--- src/hdl/ppip_pkg.sv ---
// package: register map, field positions and reset values of the pin block
// Functional notes
// - reset leaves pin as power-down input only
// - control bit 0 makes pin interrupt output
// - low pin in input mode forces power-down
// - pin strapped low starts device powered down
// - registers stay reachable; output enable ends pin-forced power-down
// - interrupts off at reset; global enable plus masks
// - pin drives low once enabled condition arises
// - upper flag byte shows every pending source
// - reading flag register clears all pending flags
package ppip_pkg;

  // register indices; byte address is four times the index
  localparam logic [7:0] BASIC_MODE_IDX    = 8'h00;
  localparam logic [7:0] IRQ_CONTROL_IDX   = 8'h11;
  localparam logic [7:0] IRQ_FLAG_MASK_IDX = 8'h12;
  localparam logic [7:0] EVT_STATUS_IDX    = 8'h20;
  localparam logic [7:0] EVT_ENABLE_IDX    = 8'h21;
  localparam logic [7:0] EVT_CLEAR_IDX     = 8'h22;
  localparam logic [7:0] SLEEP_STATUS_IDX  = 8'h23;

  // field positions
  localparam int BMC_POWER_DOWN_BIT  = 11;
  localparam int IRQ_OUT_ENABLE_BIT  = 0;
  localparam int IRQ_GLOBAL_EN_BIT   = 1;
  localparam int FLAG_LSB            = 8;
  localparam int SRC_COUNT           = 8;
  localparam int EVT_COUNT           = 3;
  localparam int EVT_SLEEP_ENTER_BIT = 0;
  localparam int EVT_SLEEP_EXIT_BIT  = 1;
  localparam int EVT_PIN_IRQ_BIT     = 2;
  localparam int STAT_POWERDOWN_BIT  = 0;
  localparam int STAT_STRAP_LOW_BIT  = 1;
  localparam int STAT_PIN_LEVEL_BIT  = 2;
  localparam int STAT_PIN_DRIVE_BIT  = 3;

  // values after reset
  localparam logic [15:0] BASIC_MODE_RESET  = 16'h0000;
  localparam logic [1:0]  IRQ_CONTROL_RESET = 2'h0;
  localparam logic [7:0]  IRQ_MASK_RESET    = 8'h00;
  localparam logic [2:0]  EVT_ENABLE_RESET  = 3'h0;
  localparam logic [31:0] RDATA_RESET       = 32'h00000000;

endpackage

--- src/hdl/ppip_sticky.sv ---
// sticky flag bank: hardware sets, software clears, set wins
`timescale 1ns/1ns
module ppip_sticky #(
  parameter int WIDTH = 8
) (
  // clock and reset
  input  wire logic             hclk,
  input  wire logic             hresetn,
  // set and clear vectors
  input  wire logic [WIDTH-1:0] set,
  input  wire logic [WIDTH-1:0] clear,
  // held flags
  output logic      [WIDTH-1:0] flags
);

  typedef struct packed {
    logic [WIDTH-1:0] bits;
  } ppip_sticky_state_type;

  ppip_sticky_state_type state;
  ppip_sticky_state_type next_state;

  // a set in the same cycle as its clear survives
  always_comb begin
    next_state      = state;
    next_state.bits = (state.bits & ~clear) | set;
  end

  always_ff @(posedge hclk or negedge hresetn) begin
    if (!hresetn) begin
      state <= '0;
    end else begin
      state <= next_state;
    end
  end

  assign flags = state.bits;

endmodule

--- src/hdl/ppip_ahb_port.sv ---
// ahb-lite slave front end: phase capture, strobes and registered answer
`timescale 1ns/1ns
module ppip_ahb_port (
  // clock and reset
  input  wire logic        hclk,
  input  wire logic        hresetn,
  // ahb-lite slave side
  input  wire logic        hsel,
  input  wire logic [31:0] haddr,
  input  wire logic [1:0]  htrans,
  input  wire logic        hwrite,
  input  wire logic        hready,
  output logic             hreadyout,
  output logic             hresp,
  output logic      [31:0] hrdata,
  // register file side
  output logic             wr_strobe,
  output logic             rd_strobe,
  output logic      [7:0]  reg_idx,
  output logic             reg_hit,
  input  wire logic [31:0] rd_value
);

  typedef struct packed {
    logic        wr;
    logic        rd;
    logic [7:0]  idx;
    logic        hit;
    logic        ready;
    logic [31:0] rdata;
  } ppip_ahb_state_type;

  ppip_ahb_state_type state;
  ppip_ahb_state_type next_state;
  logic               take;

  // reads get one wait state so that a write just before is visible
  always_comb begin
    take            = hsel && htrans[1] && hready;
    next_state      = state;
    next_state.wr   = 1'b0;
    next_state.rd   = 1'b0;
    next_state.ready = 1'b1;
    if (state.rd) begin
      next_state.rdata = state.hit ? rd_value : 32'h00000000;
    end
    if (take) begin
      next_state.wr    = hwrite;
      next_state.rd    = !hwrite;
      next_state.idx   = haddr[9:2];
      next_state.hit   = (haddr[31:10] == 22'h000000) &&
                         (haddr[1:0] == 2'h0);
      next_state.ready = hwrite;
    end
  end

  always_ff @(posedge hclk or negedge hresetn) begin
    if (!hresetn) begin
      state       <= '0;
      state.ready <= 1'b1;
      state.rdata <= ppip_pkg::RDATA_RESET;
    end else begin
      state <= next_state;
    end
  end

  // every answer is okay; unmapped words read zero and drop writes
  assign hreadyout = state.ready;
  assign hresp     = 1'b0;
  assign hrdata    = state.rdata;
  assign wr_strobe = state.wr;
  assign rd_strobe = state.rd;
  assign reg_idx   = state.idx;
  assign reg_hit   = state.hit;

endmodule

--- src/hdl/ppip_top.sv ---
// shared power-down / interrupt pin controller with its register file
//
// The AHB-Lite interface to the registers was decided locally.
`timescale 1ns/1ns
module ppip_top (
  // clock and reset
  input  wire logic                       hclk,
  input  wire logic                       hresetn,
  // ahb-lite register bus
  input  wire logic                       hsel,
  input  wire logic [31:0]                haddr,
  input  wire logic [1:0]                 htrans,
  input  wire logic                       hwrite,
  input  wire logic [2:0]                 hsize,
  input  wire logic [31:0]                hwdata,
  input  wire logic                       hready,
  output logic                            hreadyout,
  output logic                            hresp,
  output logic      [31:0]                hrdata,
  // interrupt sources of the transceiver core, one-cycle pulses
  input  wire logic [ppip_pkg::SRC_COUNT-1:0] irq_source_event,
  // shared pin, open drain, active low
  input  wire logic                       shared_sleep_irq_pin_in,
  output logic                            shared_sleep_irq_pin_out,
  output logic                            shared_sleep_irq_pin_oe,
  // power-down request to the transceiver core
  output logic                            powerdown,
  // block event interrupt, level
  output logic                            irq
);

  typedef struct packed {
    logic [15:0]                    basic_mode_control_reg;
    logic                           irq_out_enable;
    logic                           irq_global_enable;
    logic [ppip_pkg::SRC_COUNT-1:0] irq_mask;
    logic [ppip_pkg::EVT_COUNT-1:0] evt_enable;
    logic                           strap_taken;
    logic                           strap_low;
    logic                           powerdown;
    logic                           pin_oe;
    logic                           pin_out;
    logic                           irq;
  } ppip_state_type;

  ppip_state_type state;
  ppip_state_type next_state;

  // bus front end outputs
  logic        wr_strobe;
  logic        rd_strobe;
  logic [7:0]  reg_idx;
  logic        reg_hit;
  logic [31:0] rd_value;

  // flag banks
  logic [ppip_pkg::SRC_COUNT-1:0] irq_flags;
  logic [ppip_pkg::SRC_COUNT-1:0] irq_flag_clear;
  logic [ppip_pkg::EVT_COUNT-1:0] evt_status;
  logic [ppip_pkg::EVT_COUNT-1:0] evt_set;
  logic [ppip_pkg::EVT_COUNT-1:0] evt_clear;

  // decoded accesses
  logic wr_basic;
  logic wr_control;
  logic wr_flag_mask;
  logic wr_evt_enable;
  logic wr_evt_clear;
  logic rd_flag_mask;
  logic int_request;
  logic sleep_request;

  ppip_ahb_port u_port (
    .hclk      (hclk),
    .hresetn   (hresetn),
    .hsel      (hsel),
    .haddr     (haddr),
    .htrans    (htrans),
    .hwrite    (hwrite),
    .hready    (hready),
    .hreadyout (hreadyout),
    .hresp     (hresp),
    .hrdata    (hrdata),
    .wr_strobe (wr_strobe),
    .rd_strobe (rd_strobe),
    .reg_idx   (reg_idx),
    .reg_hit   (reg_hit),
    .rd_value  (rd_value)
  );

  // pending source flags, upper byte of the flag/mask register
  ppip_sticky #(
    .WIDTH (ppip_pkg::SRC_COUNT)
  ) u_irq_flags (
    .hclk    (hclk),
    .hresetn (hresetn),
    .set     (irq_source_event),
    .clear   (irq_flag_clear),
    .flags   (irq_flags)
  );

  // block events for the system interrupt line
  ppip_sticky #(
    .WIDTH (ppip_pkg::EVT_COUNT)
  ) u_evt_status (
    .hclk    (hclk),
    .hresetn (hresetn),
    .set     (evt_set),
    .clear   (evt_clear),
    .flags   (evt_status)
  );

  // access decode; only whole-word transfers are expected
  always_comb begin
    wr_basic      = wr_strobe && reg_hit &&
                    (reg_idx == ppip_pkg::BASIC_MODE_IDX);
    wr_control    = wr_strobe && reg_hit &&
                    (reg_idx == ppip_pkg::IRQ_CONTROL_IDX);
    wr_flag_mask  = wr_strobe && reg_hit &&
                    (reg_idx == ppip_pkg::IRQ_FLAG_MASK_IDX);
    wr_evt_enable = wr_strobe && reg_hit &&
                    (reg_idx == ppip_pkg::EVT_ENABLE_IDX);
    wr_evt_clear  = wr_strobe && reg_hit &&
                    (reg_idx == ppip_pkg::EVT_CLEAR_IDX);
    rd_flag_mask  = rd_strobe && reg_hit &&
                    (reg_idx == ppip_pkg::IRQ_FLAG_MASK_IDX);
  end

  // a read of the flag/mask word clears every pending flag at once;
  // a source pulse in that same cycle stays pending
  assign irq_flag_clear = {ppip_pkg::SRC_COUNT{rd_flag_mask}};
  assign evt_clear      = wr_evt_clear ?
                          hwdata[ppip_pkg::EVT_COUNT-1:0] : '0;

  // pin request: any masked pending flag with global enable set
  always_comb begin
    int_request = state.irq_global_enable &&
                  |(irq_flags & state.irq_mask);
  end

  // power-down from the control bit or from a low pin in input mode;
  // once output mode is chosen the pin level no longer counts
  always_comb begin
    sleep_request =
      state.basic_mode_control_reg[ppip_pkg::BMC_POWER_DOWN_BIT] ||
      (!state.irq_out_enable && !shared_sleep_irq_pin_in);
  end

  // register read multiplexer; reserved bits read zero
  always_comb begin
    rd_value = 32'h00000000;
    unique case (reg_idx)
      ppip_pkg::BASIC_MODE_IDX: begin
        rd_value[15:0] = state.basic_mode_control_reg;
      end
      ppip_pkg::IRQ_CONTROL_IDX: begin
        rd_value[ppip_pkg::IRQ_OUT_ENABLE_BIT] = state.irq_out_enable;
        rd_value[ppip_pkg::IRQ_GLOBAL_EN_BIT]  = state.irq_global_enable;
      end
      ppip_pkg::IRQ_FLAG_MASK_IDX: begin
        rd_value[ppip_pkg::SRC_COUNT-1:0] = state.irq_mask;
        rd_value[ppip_pkg::FLAG_LSB +: ppip_pkg::SRC_COUNT] =
          irq_flags;
      end
      ppip_pkg::EVT_STATUS_IDX: begin
        rd_value[ppip_pkg::EVT_COUNT-1:0] = evt_status;
      end
      ppip_pkg::EVT_ENABLE_IDX: begin
        rd_value[ppip_pkg::EVT_COUNT-1:0] = state.evt_enable;
      end
      ppip_pkg::SLEEP_STATUS_IDX: begin
        rd_value[ppip_pkg::STAT_POWERDOWN_BIT] = state.powerdown;
        rd_value[ppip_pkg::STAT_STRAP_LOW_BIT] = state.strap_low;
        rd_value[ppip_pkg::STAT_PIN_LEVEL_BIT] = shared_sleep_irq_pin_in;
        rd_value[ppip_pkg::STAT_PIN_DRIVE_BIT] = state.pin_oe;
      end
      default: begin
        rd_value = 32'h00000000;
      end
    endcase
  end

  // next state of registers, pin drive and outputs
  always_comb begin
    next_state = state;
    // software writes
    if (wr_basic) begin
      next_state.basic_mode_control_reg = hwdata[15:0];
    end
    if (wr_control) begin
      next_state.irq_out_enable =
        hwdata[ppip_pkg::IRQ_OUT_ENABLE_BIT];
      next_state.irq_global_enable =
        hwdata[ppip_pkg::IRQ_GLOBAL_EN_BIT];
    end
    if (wr_flag_mask) begin
      // only the mask byte is writable, flags are read-only
      next_state.irq_mask = hwdata[ppip_pkg::SRC_COUNT-1:0];
    end
    if (wr_evt_enable) begin
      next_state.evt_enable = hwdata[ppip_pkg::EVT_COUNT-1:0];
    end
    // strap caught on the first edge after reset release
    next_state.strap_taken = 1'b1;
    if (!state.strap_taken) begin
      next_state.strap_low = !shared_sleep_irq_pin_in;
    end
    // a strapped-low pin keeps the device asleep from the start
    next_state.powerdown = sleep_request;
    // open drain: drive low only in output mode with a request,
    // otherwise release so the pull-up or host sets the level
    next_state.pin_oe  = state.irq_out_enable && int_request;
    next_state.pin_out = 1'b0;
    next_state.irq     = |(evt_status & state.evt_enable);
  end

  // block events feeding the system interrupt status bits
  always_comb begin
    evt_set = '0;
    evt_set[ppip_pkg::EVT_SLEEP_ENTER_BIT] =
      next_state.powerdown && !state.powerdown;
    evt_set[ppip_pkg::EVT_SLEEP_EXIT_BIT] =
      !next_state.powerdown && state.powerdown;
    evt_set[ppip_pkg::EVT_PIN_IRQ_BIT] =
      next_state.pin_oe && !state.pin_oe;
  end

  // all control constants at reset: pin is an input, interrupts off
  always_ff @(posedge hclk or negedge hresetn) begin
    if (!hresetn) begin
      state.basic_mode_control_reg <= ppip_pkg::BASIC_MODE_RESET;
      state.irq_out_enable <=
        ppip_pkg::IRQ_CONTROL_RESET[ppip_pkg::IRQ_OUT_ENABLE_BIT];
      state.irq_global_enable <=
        ppip_pkg::IRQ_CONTROL_RESET[ppip_pkg::IRQ_GLOBAL_EN_BIT];
      state.irq_mask    <= ppip_pkg::IRQ_MASK_RESET;
      state.evt_enable  <= ppip_pkg::EVT_ENABLE_RESET;
      state.strap_taken <= 1'b0;
      state.strap_low   <= 1'b0;
      state.powerdown   <= 1'b0;
      state.pin_oe      <= 1'b0;
      state.pin_out     <= 1'b0;
      state.irq         <= 1'b0;
    end else begin
      state <= next_state;
    end
  end

  // outputs straight from the state flops; the pin follows its
  // request one edge later, a trade for glitch-free drive
  assign shared_sleep_irq_pin_out = state.pin_out;
  assign shared_sleep_irq_pin_oe  = state.pin_oe;
  assign powerdown                = state.powerdown;
  assign irq                      = state.irq;

endmodule

--- config.mk ---
export PLATFORM = sky130hd
export DESIGN_NAME = ppip_top
export DESIGN_NICKNAME = d
export VERILOG_FILES = /design/src/hdl/ppip_pkg.sv /design/src/hdl/ppip_sticky.sv /design/src/hdl/ppip_ahb_port.sv /design/src/hdl/ppip_top.sv
export SDC_FILE = /design/constraint.sdc
export NUM_CORES = 1
export LEC_CHECK = 0
export BUFFER_PORTS_ARGS = -buffer_cell sky130_fd_sc_hd__clkbuf_2
export CORE_ASPECT_RATIO = 2
export CORE_UTILIZATION = 45
export DETAILED_ROUTE_END_ITERATION = 12
export GPL_TIMING_DRIVEN = 0
export PLACE_DENSITY_LB_ADDON = 0.15
export SYNTH_ARGS = -nofsm -noshare
export SYNTH_HDL_FRONTEND = slang
export SYNTH_SLANG_ARGS = --single-unit
--- constraint.sdc ---
create_clock -name hclk -period 5.2 [get_ports hclk]
set_input_delay 1.04 -clock hclk [delete_from_list [all_inputs] [get_ports hclk]]
set_output_delay 1.04 -clock hclk [all_outputs]
set_load 0.05 [all_outputs]
==> results by group, run 1 <==
Status
  – Status: complete, no violations

Clock network
  – Clock Path Buffers: 2
  – Number of CTS-inserted buffers: 9
  – Post-cts sizing count: 0
  – CTS tree: yes
  – Sinks on Clock Net: 73
  – Clock Pin Slew Worst Setup and Hold Paths: 0.05 ns
  – Htree depth: 3
  – Clock root buffer: clkbuf_16
  – Post CTS Setup Buffer Count: 0
  – Clk_lat worst skew: 0.33 ns
  – Hold-fix buffers, CTS: 0

STA
  – TNS Setup: 0 ns
  – Hold Fails Final Rpt: 0
  – Final period util: a little over two fifths
  – F_max: 461 MHz
  – Final critical-path setup slack: roughly 3.0 ns
  – Setup violators final: 0
  – Slew HR: 51.6%
  – RSZ-0062 raised after global routing: false
  – Pins Over Slew Limit: 0
  – Clock Skew: 0.00341 ns
  – Final min period: 2.17 ns
  – Worst-Margin Slew: around 0.72 ns

Place
  – Placed insts: roughly 440
  – Detailed-placement wirelength estimate: 5700 µm
  – # port buffers: 82
  – Pre-CTS WS: 3.02 ns
  – RD Place Congestion: 0.821
  – Area post-placement: 3920 µm²

Power and ir drop
  – Worst vdd ir: 0.000213 V
  – PwrDens: approximately 330 nW/µm²
  – Leakage: 0.00206 µW

Final layout
  – N_diodes: 0
  – Nets@finish: 448
  – Post-layout util: 60.1%
  – Layout cell share with drive strength beyond 1: 44.3%
  – Fin area: 4210 µm²
  – Area Growth Syn to Fin: 27.5%
  – Post-Layout Cell Count: 460

Critical path
  – Worst-path fanout max: 10
  – Reg2Reg Depth: 5
  – Critical R2R Capture: u_port.hrdata[9]
  – CP Launch Type: flop
  – CP Data Required Time: around 5.5 ns
  – CP endpoint kind: flop
  – Crit-path cells: nor4b_1 > and2_1 > and2b_1 > buf_2 > a221o_1
  – Slowest stage delay, CP: 0.64 ns
  – Slowest stage cell, crit path: nor4b_1
  – R2r setup slk: 3.03 ns
  – Critical Path AT: about 2.4 ns
  – Setup CP Type: flop to flop
  – Reg2reg start: u_port.reg_idx[5]

Hold path
  – Hold Crit Class: flop to flop
  – WHS Path Cells: 1
  – Hold_sp: state[5]
  – WHS Endpoint: state[4]

Route
  – Via count: approximately 2400
  – DR pass1 iterations: 4
  – Mean routed wirelength per cell: 16.1 µm
  – Initial drt markers: ~140
  – Antenna Nets Post-Route: 0
  – Vias per std cell: 5.22
  – DRC: 0
  – Drt total wl: 7400 µm

Floorplan
  – IO Count: 121
  – Die Y: 123 µm
  – Initial Utilization: 47.2%
  – Width of the die: roughly 63 µm
  – Core Region: around 7000 µm²
  – Die Area: about 7700 µm²
  – Rows: 43

Synth
  – Mean post-synth cell area: around 13 µm²
  – Seq cells post-synth: 73
  – Synth warn: 0
  – Post-Synthesis Cells: 254
  – Synth cell types: 45
  – Post-Syn Area: 3300 µm²
  – Seq/Total Area, Yosys: a little under three fifths

GRT
  – Initial antenna violation count: 0
  – Gr ovfl total: 0
  – First-pass GRT wire length: 11900 µm
  – Total GRT Usage: 21.1%
  – Largest net degree at the start of global routing: 50
  – Vias in the first global route: 2408

Job
  – Maxcap violations: 0
-- worst max-delay path: cells and delay by family, from the launching register on --
family,cells,cell delay [ns]
AO/OA/AOI/OAI,1,0.19
AND/OR/NAND/NOR,3,1.21
flip-flops,1,0.45
buffers and inverters,1,0.26
-- cell usage in the layout (no fill, tap or decap), types with 9 or more instances in the layout --
cell        n
mux2_4     10
conb_1     19
a221o_1    13
dfrtp_1    72
clkbuf_2   81
buf_4      18
nor2b_1    13
mux2_2     28
clkbuf_16   9
nand2_1    11
-- report_power, final --
part | total [µW] | leakage, µW | switching, µW | internal [µW]
registers | 619 | 0.000873 | 25.8 | 594
logic | 151 | 0.00104 | 85.6 | 65.6
clock network | 601 | 0.000144 | 219 | 383
total | 1370 | 0.00206 | 330 | 1040
-- layout make-up --
cell class | instances | area [µm²]
fill | 636 | 2790
sequential | 73 | 1830
multi-input combinational | 165 | 1330
timing repair buffer | 83 | 440
clock buffer | 13 | 250
buffer | 27 | 181
tap | 90 | 113
clock inverter | 3 | 40.0
inverter | 6 | 22.5
-- worst max path at each step --
stage,slack (ns),endpoint,from,cells past startpoint
final,3.03,u_port.hrdata[9],u_port.reg_idx[5],5
after global routing,2.83,u_port.hrdata[11],u_port.reg_idx[5],5
after CTS,3.00,u_port.hrdata[9],u_port.reg_idx[5],5
after detailed placement,3.02,u_port.reg_idx[5],hsel,4
after global placement,2.50,u_port.hrdata[6],hresetn,1
after floorplan,3.26,u_port.reg_idx[1],hsel,3
-- cell families (layout without fill, tap and decap cells) --
family                 count (synthesis)  in the layout  synth area share (%)
flip-flops                            73             73                  55.4
AND/OR/NAND/NOR                       61             61                  12.2
AO/OA/AOI/OAI                         45             45                  11.3
multiplexers                          40             40                  14.7
buffers and inverters                 33            132                  6.18
other                                  2             19                 0.228
-- flip-flops by register name, indices dropped and copies added, names as in the netlist, 3 cells and up --
name                cells
u_evt_status.flags      3
state                  31
u_port.reg_idx          8
u_irq_flags.flags       8
u_port.hrdata          16
-- cell usage after synthesis, drive strengths merged --
| cell type | count | area share [%] |
|---|---|---|
| a21o | 8 | 1.8 |
| a21oi | 1 | 0.15 |
| a221o | 13 | 3.9 |
| a222oi | 1 | 0.30 |
| a22o | 3 | 0.80 |
| a22oi | 6 | 1.4 |
| a32o | 1 | 0.30 |
| a32oi | 2 | 0.53 |
| a41oi | 2 | 0.53 |
| and2 | 2 | 0.38 |
| and2b | 1 | 0.23 |
| and4 | 3 | 0.80 |
| buf | 24 | 5.2 |
| clkbuf | 3 | 0.34 |
| conb | 2 | 0.23 |
| dfrtp | 72 | 55 |
| dfstp | 1 | 0.80 |
| inv | 6 | 0.68 |
| mux2 | 38 | 14 |
| mux2i | 2 | 0.61 |
| nand2 | 11 | 1.3 |
| nand2b | 2 | 0.38 |
| nand3 | 6 | 1.4 |
| nand3b | 1 | 0.23 |
| nand4 | 3 | 0.57 |
| nor2 | 4 | 0.45 |
| nor2b | 13 | 2.5 |
| nor3 | 1 | 0.49 |
| nor4 | 8 | 1.7 |
| nor4b | 4 | 1.3 |
| o21ai | 4 | 0.61 |
| o22ai | 1 | 0.19 |
| o2bb2ai | 1 | 0.27 |
| o31ai | 1 | 0.23 |
| o41ai | 1 | 0.27 |
| or3 | 1 | 0.19 |
| or4 | 1 | 0.34 |
-- metrics by stage --
stage | power (µW) | hold WS (ns)
after global routing | 1430 | 0.472
after global placement | 776 | 0.433
final | 1370 | 0.446
after detailed placement | 781 | 0.442
after CTS | 1390 | 0.449
after floorplan | 722 | 0.425
-- routing by layer --
layer	GRT usage, %	share of wire, %	vias up
met3	4.52	5.1	14
met4	11.2	2.5	0
met1	22.0	36	1166
met5	0	0	-
met2	39.1	57	91
li1	-	-	1128
Note: power is estimated with default switching activity, not from simulation.
==> run 2, diff against run 1 <==
Settings changed: CORE_UTILIZATION 45 to 44.
Clock period 5.2 ns to 1.9 ns, I/O delays scaled along.
==> run 2 against run 1 <==
Compared with the run above: clock skew up 0.0011 ns; flip-flop and latch count unchanged; total power rose to 2.6 times the previous value; critical path depth unchanged.
==> results by group, run 2 (synthesis gave the netlist of run 1 again) <==
Critical path
  – Slowest stage delay, CP: 0.58 ns
  – Setup CP Type: flop to flop
  – Crit-path cells: or4_4 > nor3_4 > nand3_4 > buf_12 > mux2_4
  – Critical Path AT: 2.08 ns
  – CP endpoint kind: flop
  – Slowest stage cell, crit path: or4_4
  – Worst-path fanout max: 10
  – CP Launch Type: flop
  – CP Data Required Time: 2.11 ns

STA
  – WHS: 0.00439 ns
  – Final critical-path setup slack: 0.0366 ns
  – Pins Over Slew Limit: 0
  – Final period util: 98.1%
  – RSZ-0062 raised after global routing: true
  – TNS Setup: 0 ns
  – F_max: between 500 and 600 MHz
  – Clock Skew: 0.00450 ns
  – Hold Fails Final Rpt: 0
  – Slew HR: 65.0%
  – Worst-Margin Slew: ~0.53 ns
  – Setup violators final: 0
  – Final min period: 1.86 ns

Place
  – RD Place Congestion: 0.801
  – Detailed-placement wirelength estimate: 5910 µm
  – Area post-placement: 3920 µm²
  – # port buffers: 82
  – Pre-CTS WS: -0.271 ns

Floorplan
  – Die Y: 124 µm
  – Rows: 44
  – IO Count: ~120
  – Core Region: 7270 µm²
  – Width of the die: 63.2 µm
  – Die Area: roughly 7900 µm²
  – Initial Utilization: 45.4%

Route
  – Mean routed wirelength per cell: 16.4 µm
  – Via count: 2432
  – DR pass1 iterations: 4
  – Antenna Nets Post-Route: 0
  – Vias per std cell: 5.21
  – Initial drt markers: 144
  – DRC: 0
  – Drt total wl: 7670 µm

Final layout
  – Largest reg by FF count: state
  – Layout cell share with drive strength beyond 1: 46.9%
  – Register area: 1830 µm²
  – N_diodes: 0
  – Fillers: 652
  – Fin area: 4280 µm²
  – Most common cell after layout, fill and taps aside: clkbuf_2
  – Largest register FFs: 31
  – Area of the multi-input gates: 1380 µm²
  – Nets@finish: 453
  – Area Growth Syn to Fin: 29.8%
  – Commonest cells after routing, fill and taps aside: 82 x clkbuf_2, 71 x dfrtp_1, 28 x mux2_2

Clock network
  – Clock root buffer: clkbuf_16
  – Htree depth: 3
  – Clock Pin Slew Worst Setup and Hold Paths: 0.05 ns
  – Sinks on Clock Net: 73
  – Clk_lat worst skew: 0.33 ns
  – Clock Path Buffers: 2
  – CTS tree: yes
  – Number of CTS-inserted buffers: 9

Power and ir drop
  – Worst vdd ir: 0.000480 V
  – Leakage: 0.00210 µW
  – PwrDens: roughly 850 nW/µm²
  – Post-layout power: 3630 µW

Hold path
  – Hold Crit Class: primary input to async pin

GRT
  – Gr ovfl total: 0
  – Largest net degree at the start of global routing: 47
  – Vias in the first global route: 2458
  – Total GRT Usage: 21.2%
  – Initial antenna violation count: 0
  – First-pass GRT wire length: 12300 µm

Status
  – Status: complete, no violations

Job
  – Maxcap violations: 0
-- run 2: worst paths after layout --
| check | startpoint | to | slack, ns | cells past startpoint |
|---|---|---|---|---|
| hold reg to reg | state[5] | state[4] | 0.45 | 1 |
| setup reg to reg | u_port.reg_idx[1] | state[24] | 0.04 | 5 |
| hold / removal | hresetn | state[24] | 0.004 | 1 |
| min in group hclk | irq_source_event[0] | u_irq_flags.flags[0] | 0.23 | 2 |
| max in group asynchronous | hresetn | u_port.hrdata[11] | 1.33 | 2 |
| setup / recovery | u_port.reg_idx[1] | state[24] | 0.04 | 5 |
-- run 2: where the power goes --
part | switching (µW) | internal [µW] | total (µW)
registers | 82.2 | 1630 | 1710
logic | 249 | 201 | 450
clock network | 594 | 874 | 1470
-- run 2: repair_timing --
item | 4_1_cts | 5_1_grt
setup endpoints to repair | 40 | 47
gates resized for setup | 11 | 5
gates cloned | 0 | 0
pin swaps | 1 | 2
buffers inserted | 4 | 1
hold buffers | 0 | 0
-- run 2: final cells by class --
type	instances	share of cell area (%)
sequential	73	42.7
clock inverter	4	0.467
clock buffer	12	5.52
timing repair buffer	88	11.2
tap	92	2.69
buffer	27	4.67
multi-input combinational	165	32.3
inverter	6	0.526
-- run 2: through the flow --
stage | std cells | util (%)
after floorplan | 271 | -
after detailed placement | 446 | 53.9
final | 467 | 59.0
after CTS | 466 | 58.7
after global routing | 467 | 59.0
after global placement | 445 | 53.5
-- run 2: layer usage --
layer	vias up	wire length, µm	global-route usage (%)
li1	1140	-	-
met1	1187	2800	21.9
met2	84	4240	37.7
met3	21	320	4.76
met4	0	308	12.6
met5	-	0	0
-- run 2: worst max-delay path: cells and delay by family, from the launching register on --
family,cells,cell delay (ns)
multiplexers,1,0.30
AND/OR/NAND/NOR,3,0.88
flip-flops,1,0.39
buffers and inverters,1,0.17
